--- src/rtl/issue_grouping_pkg.sv ---
// Purpose: Shared constants and types for issue grouping and fetch stall control
// Assumes: One core clock, APB register access with 32-bit data
// Notes: Penalties are in core clock cycles
package issue_grouping_pkg;
	localparam int SLOTS = 3;
	localparam int QDEPTH = 4;
	localparam int NREGS = 32;

	// Pipeline codes
	localparam logic [1:0] PIPE_ALU = 2'h0;
	localparam logic [1:0] PIPE_LS = 2'h1;
	localparam logic [1:0] PIPE_BR = 2'h2;

	// Primary opcode 0b0100xx selects the branch pipeline
	localparam logic [3:0] BR_OPCODE_PREFIX = 4'h4;

	// Slot that only a PC-relative branch may fill
	localparam int LAST_SLOT = 2;

	// Fetch penalties in cycles, indirect-branch buffer limit and branch queue depth
	localparam logic [2:0] INSTRUCTION_TRANSLATION_BUFFER_MAIN_HIT_CYC = 3'h4;
	localparam logic [2:0] ICACHE_SPEC_OK_CYC = 3'h4;
	localparam logic [2:0] ICACHE_SPEC_FAIL_CYC = 3'h5;
	localparam logic [3:0] IND_BUF_LIMIT = 4'h3;
	localparam logic [2:0] QUEUE_DEPTH = 3'h4;

	// APB register map
	localparam logic [11:0] CTRL_OFS = 12'h000;
	localparam logic [11:0] STATUS_OFS = 12'h004;
	localparam logic [11:0] ISSUED_OFS = 12'h008;

	localparam int CTRL_SI_BIT = 0;
	localparam int CTRL_BT_BIT = 1;
	localparam int CTRL_ST_BIT = 2;
	localparam logic [2:0] CTRL_RESET = 3'h0;

	localparam int ST_QCNT_LSB = 0;
	localparam int ST_FETCH_EN_BIT = 3;
	localparam int ST_CTX_WAIT_BIT = 4;
	localparam int ST_FLOW_BIT = 5;
	localparam int ST_MISS_BIT = 6;
	localparam int ST_GROUP_LSB = 8;

	typedef enum logic [1:0] {
		F_RUN = 2'b01,
		F_MISS = 2'b10
	} fetch_state_t;
endpackage

--- src/rtl/issue_grouping_fetch_stall.sv ---
// Purpose: Decode issue grouping and instruction buffer fetch stall control
// Assumes: Slot flags are pre-decoded by the buffer; slot 0 is oldest
// Notes: APB slave, zero wait states; unmapped addresses return pslverr
// Function
// [RULE1] At most three issue per cycle, one per pipeline.
// [RULE2] Primary opcode 0b0100xx goes to the branch pipeline.
// [RULE3] Third slot holds only a PC-relative branch.
// [RULE4] Never mix float and integer operations in a group.
// [RULE5] Load/store with update also takes the ALU pipeline.
// [RULE6] No issue while stalled with a blocked A stage instruction.
// [RULE7] Stop on empty buffer, three placed, or two plus non-PC-relative.
// [RULE8] Stop on pipeline reuse or duplicate destination register.
// [RULE9] Serialising instructions issue alone.
// [RULE10] Link/count/exception SPR moves are ALU; other SPR moves alone.
// [RULE11] No conditional branch after a move-to-SPR in the group.
// [RULE12] Float divide, record bit, status ops only start a group.
// [RULE13] Indexed string access waits for empty integer pipeline.
// [RULE14] Single issue under trace or single-issue mode; fault ends group.
// [RULE15] Multi-flow instructions block issue one cycle per extra flow.
// [RULE16] One instruction issues after an invalid finder mispredict.
// [RULE17] No buffer load while fetch-buffer portion holds instructions.
// [RULE18] Main TLB hit costs four cycles; full miss raises interrupt on issue.
// [RULE19] Cache miss stalls four cycles, five without speculative success.
// [RULE20] Stale indirect target stalls until buffer small and modifiers done.
// [RULE21] Context events hold fetch until store queue is clear.
// [RULE22] Four-entry branch queue; entries free on issue, reuse next cycle.
// [RULE23] Grouping is combinational on pre-decoded flags each cycle.
`timescale 1ns/10ps
module issue_grouping_fetch_stall (
	input wire logic clk, // Core clock
	input wire logic rstn, // Synchronous reset, active low
	input wire logic psel, // APB select
	input wire logic penable, // APB enable
	input wire logic pwrite, // APB direction
	input wire logic [11:0] paddr, // APB byte address
	input wire logic [31:0] pwdata, // APB write data
	output logic [31:0] prdata, // APB read data
	output logic pready, // APB ready
	output logic pslverr, // APB error
	input wire logic [issue_grouping_pkg::SLOTS-1:0] slot_valid, // Buffer entry valid
	input wire logic [issue_grouping_pkg::SLOTS-1:0][5:0] slot_opcode, // Primary opcode
	input wire logic [issue_grouping_pkg::SLOTS-1:0] slot_mem, // Memory access
	input wire logic [issue_grouping_pkg::SLOTS-1:0] slot_pcrel_branch, // PC-relative branch
	input wire logic [issue_grouping_pkg::SLOTS-1:0] slot_cond_branch, // Conditional branch
	input wire logic [issue_grouping_pkg::SLOTS-1:0] slot_float, // Float operation
	input wire logic [issue_grouping_pkg::SLOTS-1:0] slot_int, // Integer operation
	input wire logic [issue_grouping_pkg::SLOTS-1:0] slot_ls_update, // Load/store with update
	input wire logic [issue_grouping_pkg::SLOTS-1:0] slot_serial, // Serialising class
	input wire logic [issue_grouping_pkg::SLOTS-1:0] slot_spr_move, // Any SPR move
	input wire logic [issue_grouping_pkg::SLOTS-1:0] slot_spr_alu, // SPR is link/count/exception
	input wire logic [issue_grouping_pkg::SLOTS-1:0] slot_mtspr, // Move to SPR
	input wire logic [issue_grouping_pkg::SLOTS-1:0] slot_fp_start, // Float start-only class
	input wire logic [issue_grouping_pkg::SLOTS-1:0] slot_string_idx, // Indexed string access
	input wire logic [issue_grouping_pkg::SLOTS-1:0] slot_fetch_fault, // Storage/TLB/break fault
	input wire logic [issue_grouping_pkg::SLOTS-1:0] slot_tlb_fault, // Full TLB miss address
	input wire logic [issue_grouping_pkg::SLOTS-1:0] slot_ctx_sync, // Instr sync or int return
	input wire logic [issue_grouping_pkg::SLOTS-1:0] slot_queue_entry, // Holds branch queue slot
	input wire logic [issue_grouping_pkg::SLOTS-1:0] slot_wr_en, // Writes a register
	input wire logic [issue_grouping_pkg::SLOTS-1:0][4:0] slot_wr_reg, // Destination register
	input wire logic [issue_grouping_pkg::SLOTS-1:0][4:0] slot_flows, // Flow count
	input wire logic pipe_stalled, // Pipeline stalled
	input wire logic a_stage_blocked, // Valid A stage instruction cannot advance
	input wire logic int_pipe_busy, // Integer pipeline holds instructions
	input wire logic finder_mispredict, // Invalid finder entry mispredict pulse
	input wire logic fetch_buf_nonempty, // Fetch-buffer portion not empty
	input wire logic instruction_translation_buffer_miss, // Current fetch misses translation buffer
	input wire logic main_tlb_hit, // Main TLB satisfies the miss
	input wire logic icache_miss, // Current fetch misses instruction cache
	input wire logic l2_spec_ok, // Second-level speculative access succeeded
	input wire logic miss_resolved, // Translation or refill complete
	input wire logic indirect_taken, // Indirect branch in buffer predicted taken
	input wire logic indirect_stale, // Its target register is not current
	input wire logic modifiers_pending, // Modifiers of that register outstanding
	input wire logic [3:0] buf_count, // Instructions in buffer
	input wire logic second_level_cache_control_write, // Second-level cache control written
	input wire logic interrupt_taken, // Interrupt taken pulse
	input wire logic sq_ctx_clear, // Store queue holds no cache/sync/diag ops
	input wire logic [1:0] fetch_need_entries, // Queue entries the next load needs
	output logic [issue_grouping_pkg::SLOTS-1:0] issue_valid, // Per-slot issue
	output logic [issue_grouping_pkg::SLOTS-1:0][1:0] issue_pipe, // Per-slot pipeline
	output logic fetch_load_en, // Buffer may load this cycle
	output logic tlb_miss_irq, // TLB miss interrupt pulse
	output logic flow_active // Extra flows in progress
);
	import issue_grouping_pkg::*;

	logic [2:0] ctrl_q;
	logic [31:0] issued_q;
	logic single_q;
	logic ctx_wait_q;
	logic [4:0] flow_q;
	logic [2:0] qcnt_q;
	logic [2:0] miss_cnt_q;
	logic [1:0] group_q;
	fetch_state_t fstate_q;
	fetch_state_t fstate_d;
	logic [2:0] pipe_used;
	logic [NREGS-1:0] wr_mask;
	logic has_fp;
	logic has_int;
	logic has_mtspr;
	logic has_alone;
	logic has_fault;
	logic stop;
	logic ok;
	logic [2:0] need;
	logic single_mode;
	logic hold;
	logic [1:0] group_size;
	logic [2:0] freed;
	logic ind_stall;
	logic queue_ok;
	logic apb_wr;
	logic ctx_set;

	// Trace, single-issue mode and the finder recovery cycle all cap the group at one
	assign single_mode = ctrl_q[CTRL_SI_BIT] | ctrl_q[CTRL_BT_BIT] | ctrl_q[CTRL_ST_BIT] | single_q;

	// Blocked A stage or pending extra flows freeze every slot, not just the oldest
	assign hold = (pipe_stalled & a_stage_blocked) | (flow_q != 5'h0); // [RULE6] [RULE15]

	// Pipeline classification per slot
	// Link/count/exception SPR moves stay on the ALU even when flagged as memory
	genvar g;
	generate
		for (g = 0; g < SLOTS; g++) begin : g_class
			always_comb begin
				if (slot_opcode[g][5:2] == BR_OPCODE_PREFIX) begin
					issue_pipe[g] = PIPE_BR; // [RULE2]
				end else if (slot_mem[g] & ~slot_spr_alu[g]) begin
					issue_pipe[g] = PIPE_LS;
				end else begin
					issue_pipe[g] = PIPE_ALU; // [RULE10]
				end
			end
		end
	endgenerate

	// Group formation, oldest slot first
	always_comb begin // [RULE23]
		pipe_used = 3'h0;
		wr_mask = '0;
		has_fp = 1'b0;
		has_int = 1'b0;
		has_mtspr = 1'b0;
		has_alone = 1'b0;
		has_fault = 1'b0;
		stop = hold;
		issue_valid = '0;
		for (int i = 0; i < SLOTS; i++) begin
			need = 3'h1 << issue_pipe[i];
			if (slot_ls_update[i]) begin
				need = need | (3'h1 << PIPE_ALU); // [RULE5]
			end
			ok = ~stop & slot_valid[i]; // [RULE7]
			// Last slot is only reached once both older slots have been placed
			if (i == LAST_SLOT && !slot_pcrel_branch[i]) begin
				ok = 1'b0; // [RULE3] [RULE7]
			end
			if ((pipe_used & need) != 3'h0) begin
				ok = 1'b0; // [RULE1] [RULE8]
			end
			if (slot_wr_en[i] && wr_mask[slot_wr_reg[i]]) begin
				ok = 1'b0; // [RULE8]
			end
			if ((slot_float[i] && has_int) || (slot_int[i] && has_fp)) begin
				ok = 1'b0; // [RULE4]
			end
			if (i > 0 && (slot_serial[i] || has_alone)) begin
				ok = 1'b0; // [RULE9]
			end
			if (i > 0 && slot_spr_move[i] && !slot_spr_alu[i]) begin
				ok = 1'b0; // [RULE10]
			end
			if (has_mtspr && slot_cond_branch[i]) begin
				ok = 1'b0; // [RULE11]
			end
			if (i > 0 && slot_fp_start[i]) begin
				ok = 1'b0; // [RULE12]
			end
			if (slot_string_idx[i] && int_pipe_busy) begin
				ok = 1'b0; // [RULE13]
			end
			if (i > 0 && (single_mode || has_fault)) begin
				ok = 1'b0; // [RULE14] [RULE16]
			end
			if (ok) begin
				issue_valid[i] = 1'b1;
				pipe_used = pipe_used | need;
				if (slot_wr_en[i]) begin
					wr_mask[slot_wr_reg[i]] = 1'b1;
				end
				has_fp = has_fp | slot_float[i];
				has_int = has_int | slot_int[i];
				has_mtspr = has_mtspr | slot_mtspr[i];
				has_alone = has_alone | slot_serial[i]
					| (slot_spr_move[i] & ~slot_spr_alu[i]);
				// A full translation miss is a fetch interrupt too, so it ends the group
				has_fault = has_fault | slot_fetch_fault[i] | slot_tlb_fault[i]; // [RULE14]
			end else begin
				stop = 1'b1;
			end
		end
	end

	// Group size feeds the status view and the running issue total
	always_comb begin
		group_size = 2'h0;
		freed = 3'h0;
		for (int i = 0; i < SLOTS; i++) begin
			group_size = group_size + {1'b0, issue_valid[i]};
			freed = freed + {2'h0, issue_valid[i] & slot_queue_entry[i]}; // [RULE22]
		end
	end

	// Mispredict on a stale finder entry limits the next cycle to one
	always_ff @(posedge clk) begin
		if (!rstn) begin
			single_q <= 1'b0;
		end else begin
			single_q <= finder_mispredict; // [RULE16]
		end
	end

	// Extra decode cycles of a multi-flow instruction in slot 0
	always_ff @(posedge clk) begin
		if (!rstn) begin
			flow_q <= 5'h0;
		end else if (flow_q != 5'h0) begin
			if (!(pipe_stalled & a_stage_blocked)) begin
				flow_q <= flow_q - 5'h1; // [RULE15]
			end
		end else if (issue_valid[0] && slot_flows[0] > 5'h1) begin
			flow_q <= slot_flows[0] - 5'h1; // [RULE15]
		end
	end

	// Interrupt raised when a full-miss address actually issues
	always_ff @(posedge clk) begin
		if (!rstn) begin
			tlb_miss_irq <= 1'b0;
		end else begin
			tlb_miss_irq <= |(issue_valid & slot_tlb_fault); // [RULE18]
		end
	end

	// Fetch miss penalty: the miss cycle counts as the first stall cycle
	always_comb begin
		fstate_d = fstate_q;
		case (fstate_q)
			F_RUN: begin
				if ((instruction_translation_buffer_miss && main_tlb_hit) || icache_miss) begin
					fstate_d = F_MISS;
				end
			end
			F_MISS: begin
				if (miss_cnt_q <= 3'h1 && miss_resolved) begin
					fstate_d = F_RUN;
				end
			end
			default: begin
				fstate_d = F_RUN;
			end
		endcase
	end

	always_ff @(posedge clk) begin
		if (!rstn) begin
			fstate_q <= F_RUN;
		end else begin
			fstate_q <= fstate_d;
		end
	end

	always_ff @(posedge clk) begin
		if (!rstn) begin
			miss_cnt_q <= 3'h0;
		end else if (fstate_q == F_RUN) begin
			if (instruction_translation_buffer_miss && main_tlb_hit) begin
				miss_cnt_q <= INSTRUCTION_TRANSLATION_BUFFER_MAIN_HIT_CYC - 3'h1; // [RULE18]
			end else if (icache_miss && l2_spec_ok) begin
				miss_cnt_q <= ICACHE_SPEC_OK_CYC - 3'h1; // [RULE19]
			end else if (icache_miss) begin
				miss_cnt_q <= ICACHE_SPEC_FAIL_CYC - 3'h1; // [RULE19]
			end
		end else if (miss_cnt_q != 3'h0) begin
			miss_cnt_q <= miss_cnt_q - 3'h1;
		end
	end

	// Context sync wait; a new event wins over the clear
	assign ctx_set = (|(issue_valid & slot_ctx_sync)) | second_level_cache_control_write | interrupt_taken;

	always_ff @(posedge clk) begin
		if (!rstn) begin
			ctx_wait_q <= 1'b0;
		end else if (ctx_set) begin
			ctx_wait_q <= 1'b1; // [RULE21]
		end else if (sq_ctx_clear) begin
			ctx_wait_q <= 1'b0; // [RULE21]
		end
	end

	// Held until the buffer drains to the limit and every modifier has retired
	assign ind_stall = indirect_taken & indirect_stale
		& ((buf_count > IND_BUF_LIMIT) | modifiers_pending); // [RULE20]

	// Room is judged on the registered count, so freed entries serve next cycle
	assign queue_ok = ({1'b0, fetch_need_entries} <= (QUEUE_DEPTH - qcnt_q)); // [RULE22]

	// A miss input blocks its own cycle; the miss state covers the cycles after a main TLB hit or cache miss
	assign fetch_load_en = (fstate_q == F_RUN) & ~instruction_translation_buffer_miss & ~icache_miss
		& ~fetch_buf_nonempty & ~ctx_wait_q & ~ind_stall & queue_ok; // [RULE17] [RULE19]


	// No saturation: a load never takes more room than queue_ok has granted
	always_ff @(posedge clk) begin
		if (!rstn) begin
			qcnt_q <= 3'h0;
		end else if (fetch_load_en) begin
			qcnt_q <= qcnt_q + {1'b0, fetch_need_entries} - freed; // [RULE22]
		end else begin
			qcnt_q <= qcnt_q - freed; // [RULE22]
		end
	end

	assign flow_active = (flow_q != 5'h0);

	// APB slave, always ready
	assign pready = 1'b1;
	assign apb_wr = psel & penable & pwrite;


	// Only the three mode bits are kept; other written bits are dropped
	always_ff @(posedge clk) begin
		if (!rstn) begin
			ctrl_q <= CTRL_RESET;
		end else if (apb_wr && paddr == CTRL_OFS) begin
			ctrl_q <= pwdata[2:0]; // [RULE14]
		end
	end

	// Issue count write is ignored; it is a running total
	always_ff @(posedge clk) begin
		if (!rstn) begin
			issued_q <= 32'h0;
			group_q <= 2'h0;
		end else begin
			issued_q <= issued_q + {30'h0, group_size};
			group_q <= group_size;
		end
	end


	// Read mux is combinational so the single access cycle needs no wait state
	always_comb begin
		prdata = 32'h0;
		pslverr = 1'b0;
		case (paddr)
			CTRL_OFS: begin
				prdata[2:0] = ctrl_q;
			end
			STATUS_OFS: begin
				prdata[ST_QCNT_LSB +: 3] = qcnt_q;
				prdata[ST_FETCH_EN_BIT] = fetch_load_en;
				prdata[ST_CTX_WAIT_BIT] = ctx_wait_q;
				prdata[ST_FLOW_BIT] = flow_active;
				prdata[ST_MISS_BIT] = (fstate_q == F_MISS);
				prdata[ST_GROUP_LSB +: 2] = group_q;
			end
			ISSUED_OFS: begin
				prdata = issued_q;
			end
			default: begin
				pslverr = psel & penable;
			end
		endcase
	end
endmodule // issue_grouping_fetch_stall

--- config.mk ---
export PLATFORM = sky130hd
export DESIGN_NAME = issue_grouping_fetch_stall
export DESIGN_NICKNAME = d
export VERILOG_FILES = /design/src/rtl/issue_grouping_pkg.sv /design/src/rtl/issue_grouping_fetch_stall.sv
export SDC_FILE = /design/constraint.sdc
export NUM_CORES = 1
export LEC_CHECK = 0
export ABC_AREA = 1
export BUFFER_PORTS_ARGS = -buffer_cell sky130_fd_sc_hd__buf_2
export CORE_MARGIN = 5
export CORE_UTILIZATION = 46
export CTS_BUF_LIST = sky130_fd_sc_hd__clkbuf_4 sky130_fd_sc_hd__clkbuf_8
export DETAILED_ROUTE_END_ITERATION = 8
export PLACE_DENSITY = 0.91
export SETUP_SLACK_MARGIN = 0.05
export SLEW_MARGIN = 20
export SYNTH_ARGS = -nofsm -noshare
export SYNTH_HDL_FRONTEND = slang
export SYNTH_SLANG_ARGS = --single-unit
--- constraint.sdc ---
create_clock -name clk -period 5.8 [get_ports clk]
set_input_delay 0.87 -clock clk [delete_from_list [all_inputs] [get_ports clk]]
set_output_delay 0.87 -clock clk [all_outputs]
set_load 0.005 [all_outputs]
==> impl_metrics.ini <==
[sta]
hold_viol = 0
tightest_slew_ns = 0.924
fin_crit_ns = 6.05
fmax_mhz = 165
max_slew_margin = 0.382
finalSetupViolCount = 8
maxSlewViolCount = 0
final.setup_skew_ns = 0.0166
fin_crit_sh = 1.04
setup_ws_ns = -0.245
rsz0062_at_grt = yes
hold_ws_ns = 0.502

[synthesis]
yosysTopAreaCell = dfxtp_1
ys_warn_count = 0
seq_area_frac_synth = 0.197
synth_edf_count = 0
synth_common_cells = 197 x nand2_1, 148 x inv_1, 89 x nor2_1
synth_top_family_by_area = simple AND/OR/NAND/NOR gates
synth_xor_area_frac = 0.00487
async_reset_ff_frac = 0
synth.distinct_cells = 56
synthCells = 892
yosysMostFrequentCell = nand2_1
yosys.area_share.simple = 0.432
synth_compound_area_frac = 0.175
syn_avg_cell_area_um2 = 6.05
synthAdderAreaFrac = 0.0547
yosysTopAreaCellShare = 0.197
syn_nets = 1085
synth_area_leaders = dfxtp_1 20%, nand2_1 14%, inv_1 10%
netlist_area_mm2 = 0.00539
synthMuxAreaShare = 0
synth_ff_type = dfxtp_1
synth-seq-cells = 53

[power]
powerDensity_mw_per_mm2 = 184
peakVddDrop_v = 0.000297
leakage_nw = 3.73

[grt]
grt_max_degree = 31
grt_pass1_wl_um = 31000
first_global_vias = 6756
grt_antenna_before_repair = 0
overflow = 0
grt_usage = 0.259

[drt]
routed_via_density = 5.49
route.detailed.drc = 0
drtIter0Drc = 632
wire_per_inst_um = 14.7
wl_um = 19300
drt_first_pass_iters = 5
vias = 7181
postRouteAntennaNets = 0

[layout]
final_util = 0.680
area_delta_synth_final_pct = 44.6
fillers = 915
layout.nets = 1358
diodes = 0
drive_gt1_frac = 0.345

[floorplan]
io_pins = 219
die-height_um = 118
core_area_mm2 = 0.0115
row_count = 39
die_w_um = 118
die_area_mm2 = 0.0140
initial_utilization = 0.470

[critical_path]
setup.worst_path.start_class = flip-flop
worstPathMaxFanout = 7
required_ns = 6.02
worstPathArrival_ns = 6.26
slowest_delay_ns = 0.49
slowest_stage = fa_1
critPathCaptureType = flip-flop
crit_type = flip-flop to flip-flop

[hold_path]
hold_class = flip-flop to flip-flop

[clock_tree]
cts.reportedPaths.clkPinSlew_ns = 0.11
cts_sinks = 53
hold_buffers = 0
cts_max_path_buffers = 2
cts_buffers = 5
clock-root-buffer = clkbuf_8
cts_tree = done
clk_latency_ns = 0.32
htree_levels = 2

[placement]
routabilityCongestion = 0.940
port_buffers = 164
hpwl_um = 14100
pre_cts_slack_ns = -0.432

[run_status]
status = finished with violations
violations = negative setup slack

[flow_run]
max-cap-violations = 0
registers in the layout, summed over array words and instances (netlist names):
signal and flops:
ctrl_q 3, ctx_wait_q 1, flow_q 5, fstate_q 2, group_q 2, issued_q 32
miss_cnt_q 3, qcnt_q 3, single_q 1, tlb_miss_irq 1
report_power, final:
group | internal [W] | total [W] | switching (W)
registers | 0.000399 | 0.000431 | 0.0000316
clock network | 0.000130 | 0.000262 | 0.000132
logic | 0.000341 | 0.000745 | 0.000404
kinds of logic (layout without fill, tap and decap cells):
group / Yosys count / count (layout)
AND/OR/NAND/NOR: 477 / 477
XOR/XNOR: 3 / 3
adder cells (fa/ha/maj): 20 / 20
other: 1 / 1
AO/OA/AOI/OAI: 159 / 159
buffers and inverters: 179 / 453
flip-flops: 53 / 53
final cells by class:
cell class                      instances  area [um2]  area share
Inverter                              152         571      0.0732
Sequential cell                        53        1060       0.136
Multi-Input combinational cell        660        3830       0.491
Clock inverter                          3        43.8     0.00562
Tap cell                              143         179      0.0229
Timing Repair Buffer                  293        2050       0.262
Clock buffer                            5        68.8     0.00882
repair_timing:
item,in CTS,in global routing
setup endpoints to repair,6,15
pin swaps,16,15
gates cloned,6,0
resized for setup,58,34
buffers inserted,31,9
metrics by stage:
step	total power [W]	std cells	instance area (um2)	setup TNS [ns]
2_1_floorplan	0.000813	892	5390	0
3_3_place_gp	0.00100	1260	6950	-2.37
3_5_place_dp	0.00103	1260	6950	-2.88
4_1_cts	0.00142	1305	7670	-0.210
5_1_grt	0.00153	1309	7800	-5.69
6_report	0.00144	1309	7800	-1.09
path summary, 6_finish.rpt:
kind,from,endpoint,slack (ns),cells after the start
worst min register to register,ctrl_q[1],ctrl_q[1],0.50,2
worst max register to register,flow_q[0],issued_q[22],-0.25,48
worst min-delay path,ctrl_q[1],ctrl_q[1],0.50,2
worst max-delay path,flow_q[0],issued_q[22],-0.25,48
placed cells by master, fill, tap and decap left out, drive strengths merged, types with 2 or more instances in the layout:
| cell | netlist | routed |
|---|---|---|
| o21ai | 59 | 59 |
| nand4 | 16 | 16 |
| buf | 15 | 293 |
| or2 | 3 | 3 |
| nor4 | 15 | 15 |
| a31oi | 7 | 7 |
| inv | 152 | 153 |
| nand2 | 203 | 203 |
| o22ai | 3 | 3 |
| nand3 | 90 | 90 |
| a21oi | 50 | 50 |
| nor2 | 104 | 104 |
| a21o | 3 | 3 |
| fa | 6 | 6 |
| clkbuf | 12 | 5 |
| ha | 14 | 14 |
| a211oi | 7 | 7 |
| o21a | 3 | 3 |
| o221ai | 4 | 4 |
| dfxtp | 53 | 53 |
| xor2 | 2 | 2 |
| o21bai | 16 | 16 |
| nor3 | 42 | 42 |
metal layers:
| metal | part of all wire | GRT usage | vias to the layer above |
|---|---|---|---|
| met4 | 0.036 | 0.0975 | 0 |
| met5 | 0 | 0 | - |
| met2 | 0.49 | 0.460 | 374 |
| met3 | 0.078 | 0.0420 | 79 |
| li1 | - | - | 3473 |
| met1 | 0.39 | 0.311 | 3255 |
worst max-delay path, delay by kind of cell, from the launching register on:
kind / cells / cell delay (ns)
and+or+nand+nor: 27 / 2.83
buffers and inverters: 12 / 1.17
adders and majority gates: 4 / 1.01
AOI/OAI and AO/OA: 5 / 0.60
DFF: 1 / 0.34
Note: power is estimated with default switching activity, not from simulation.
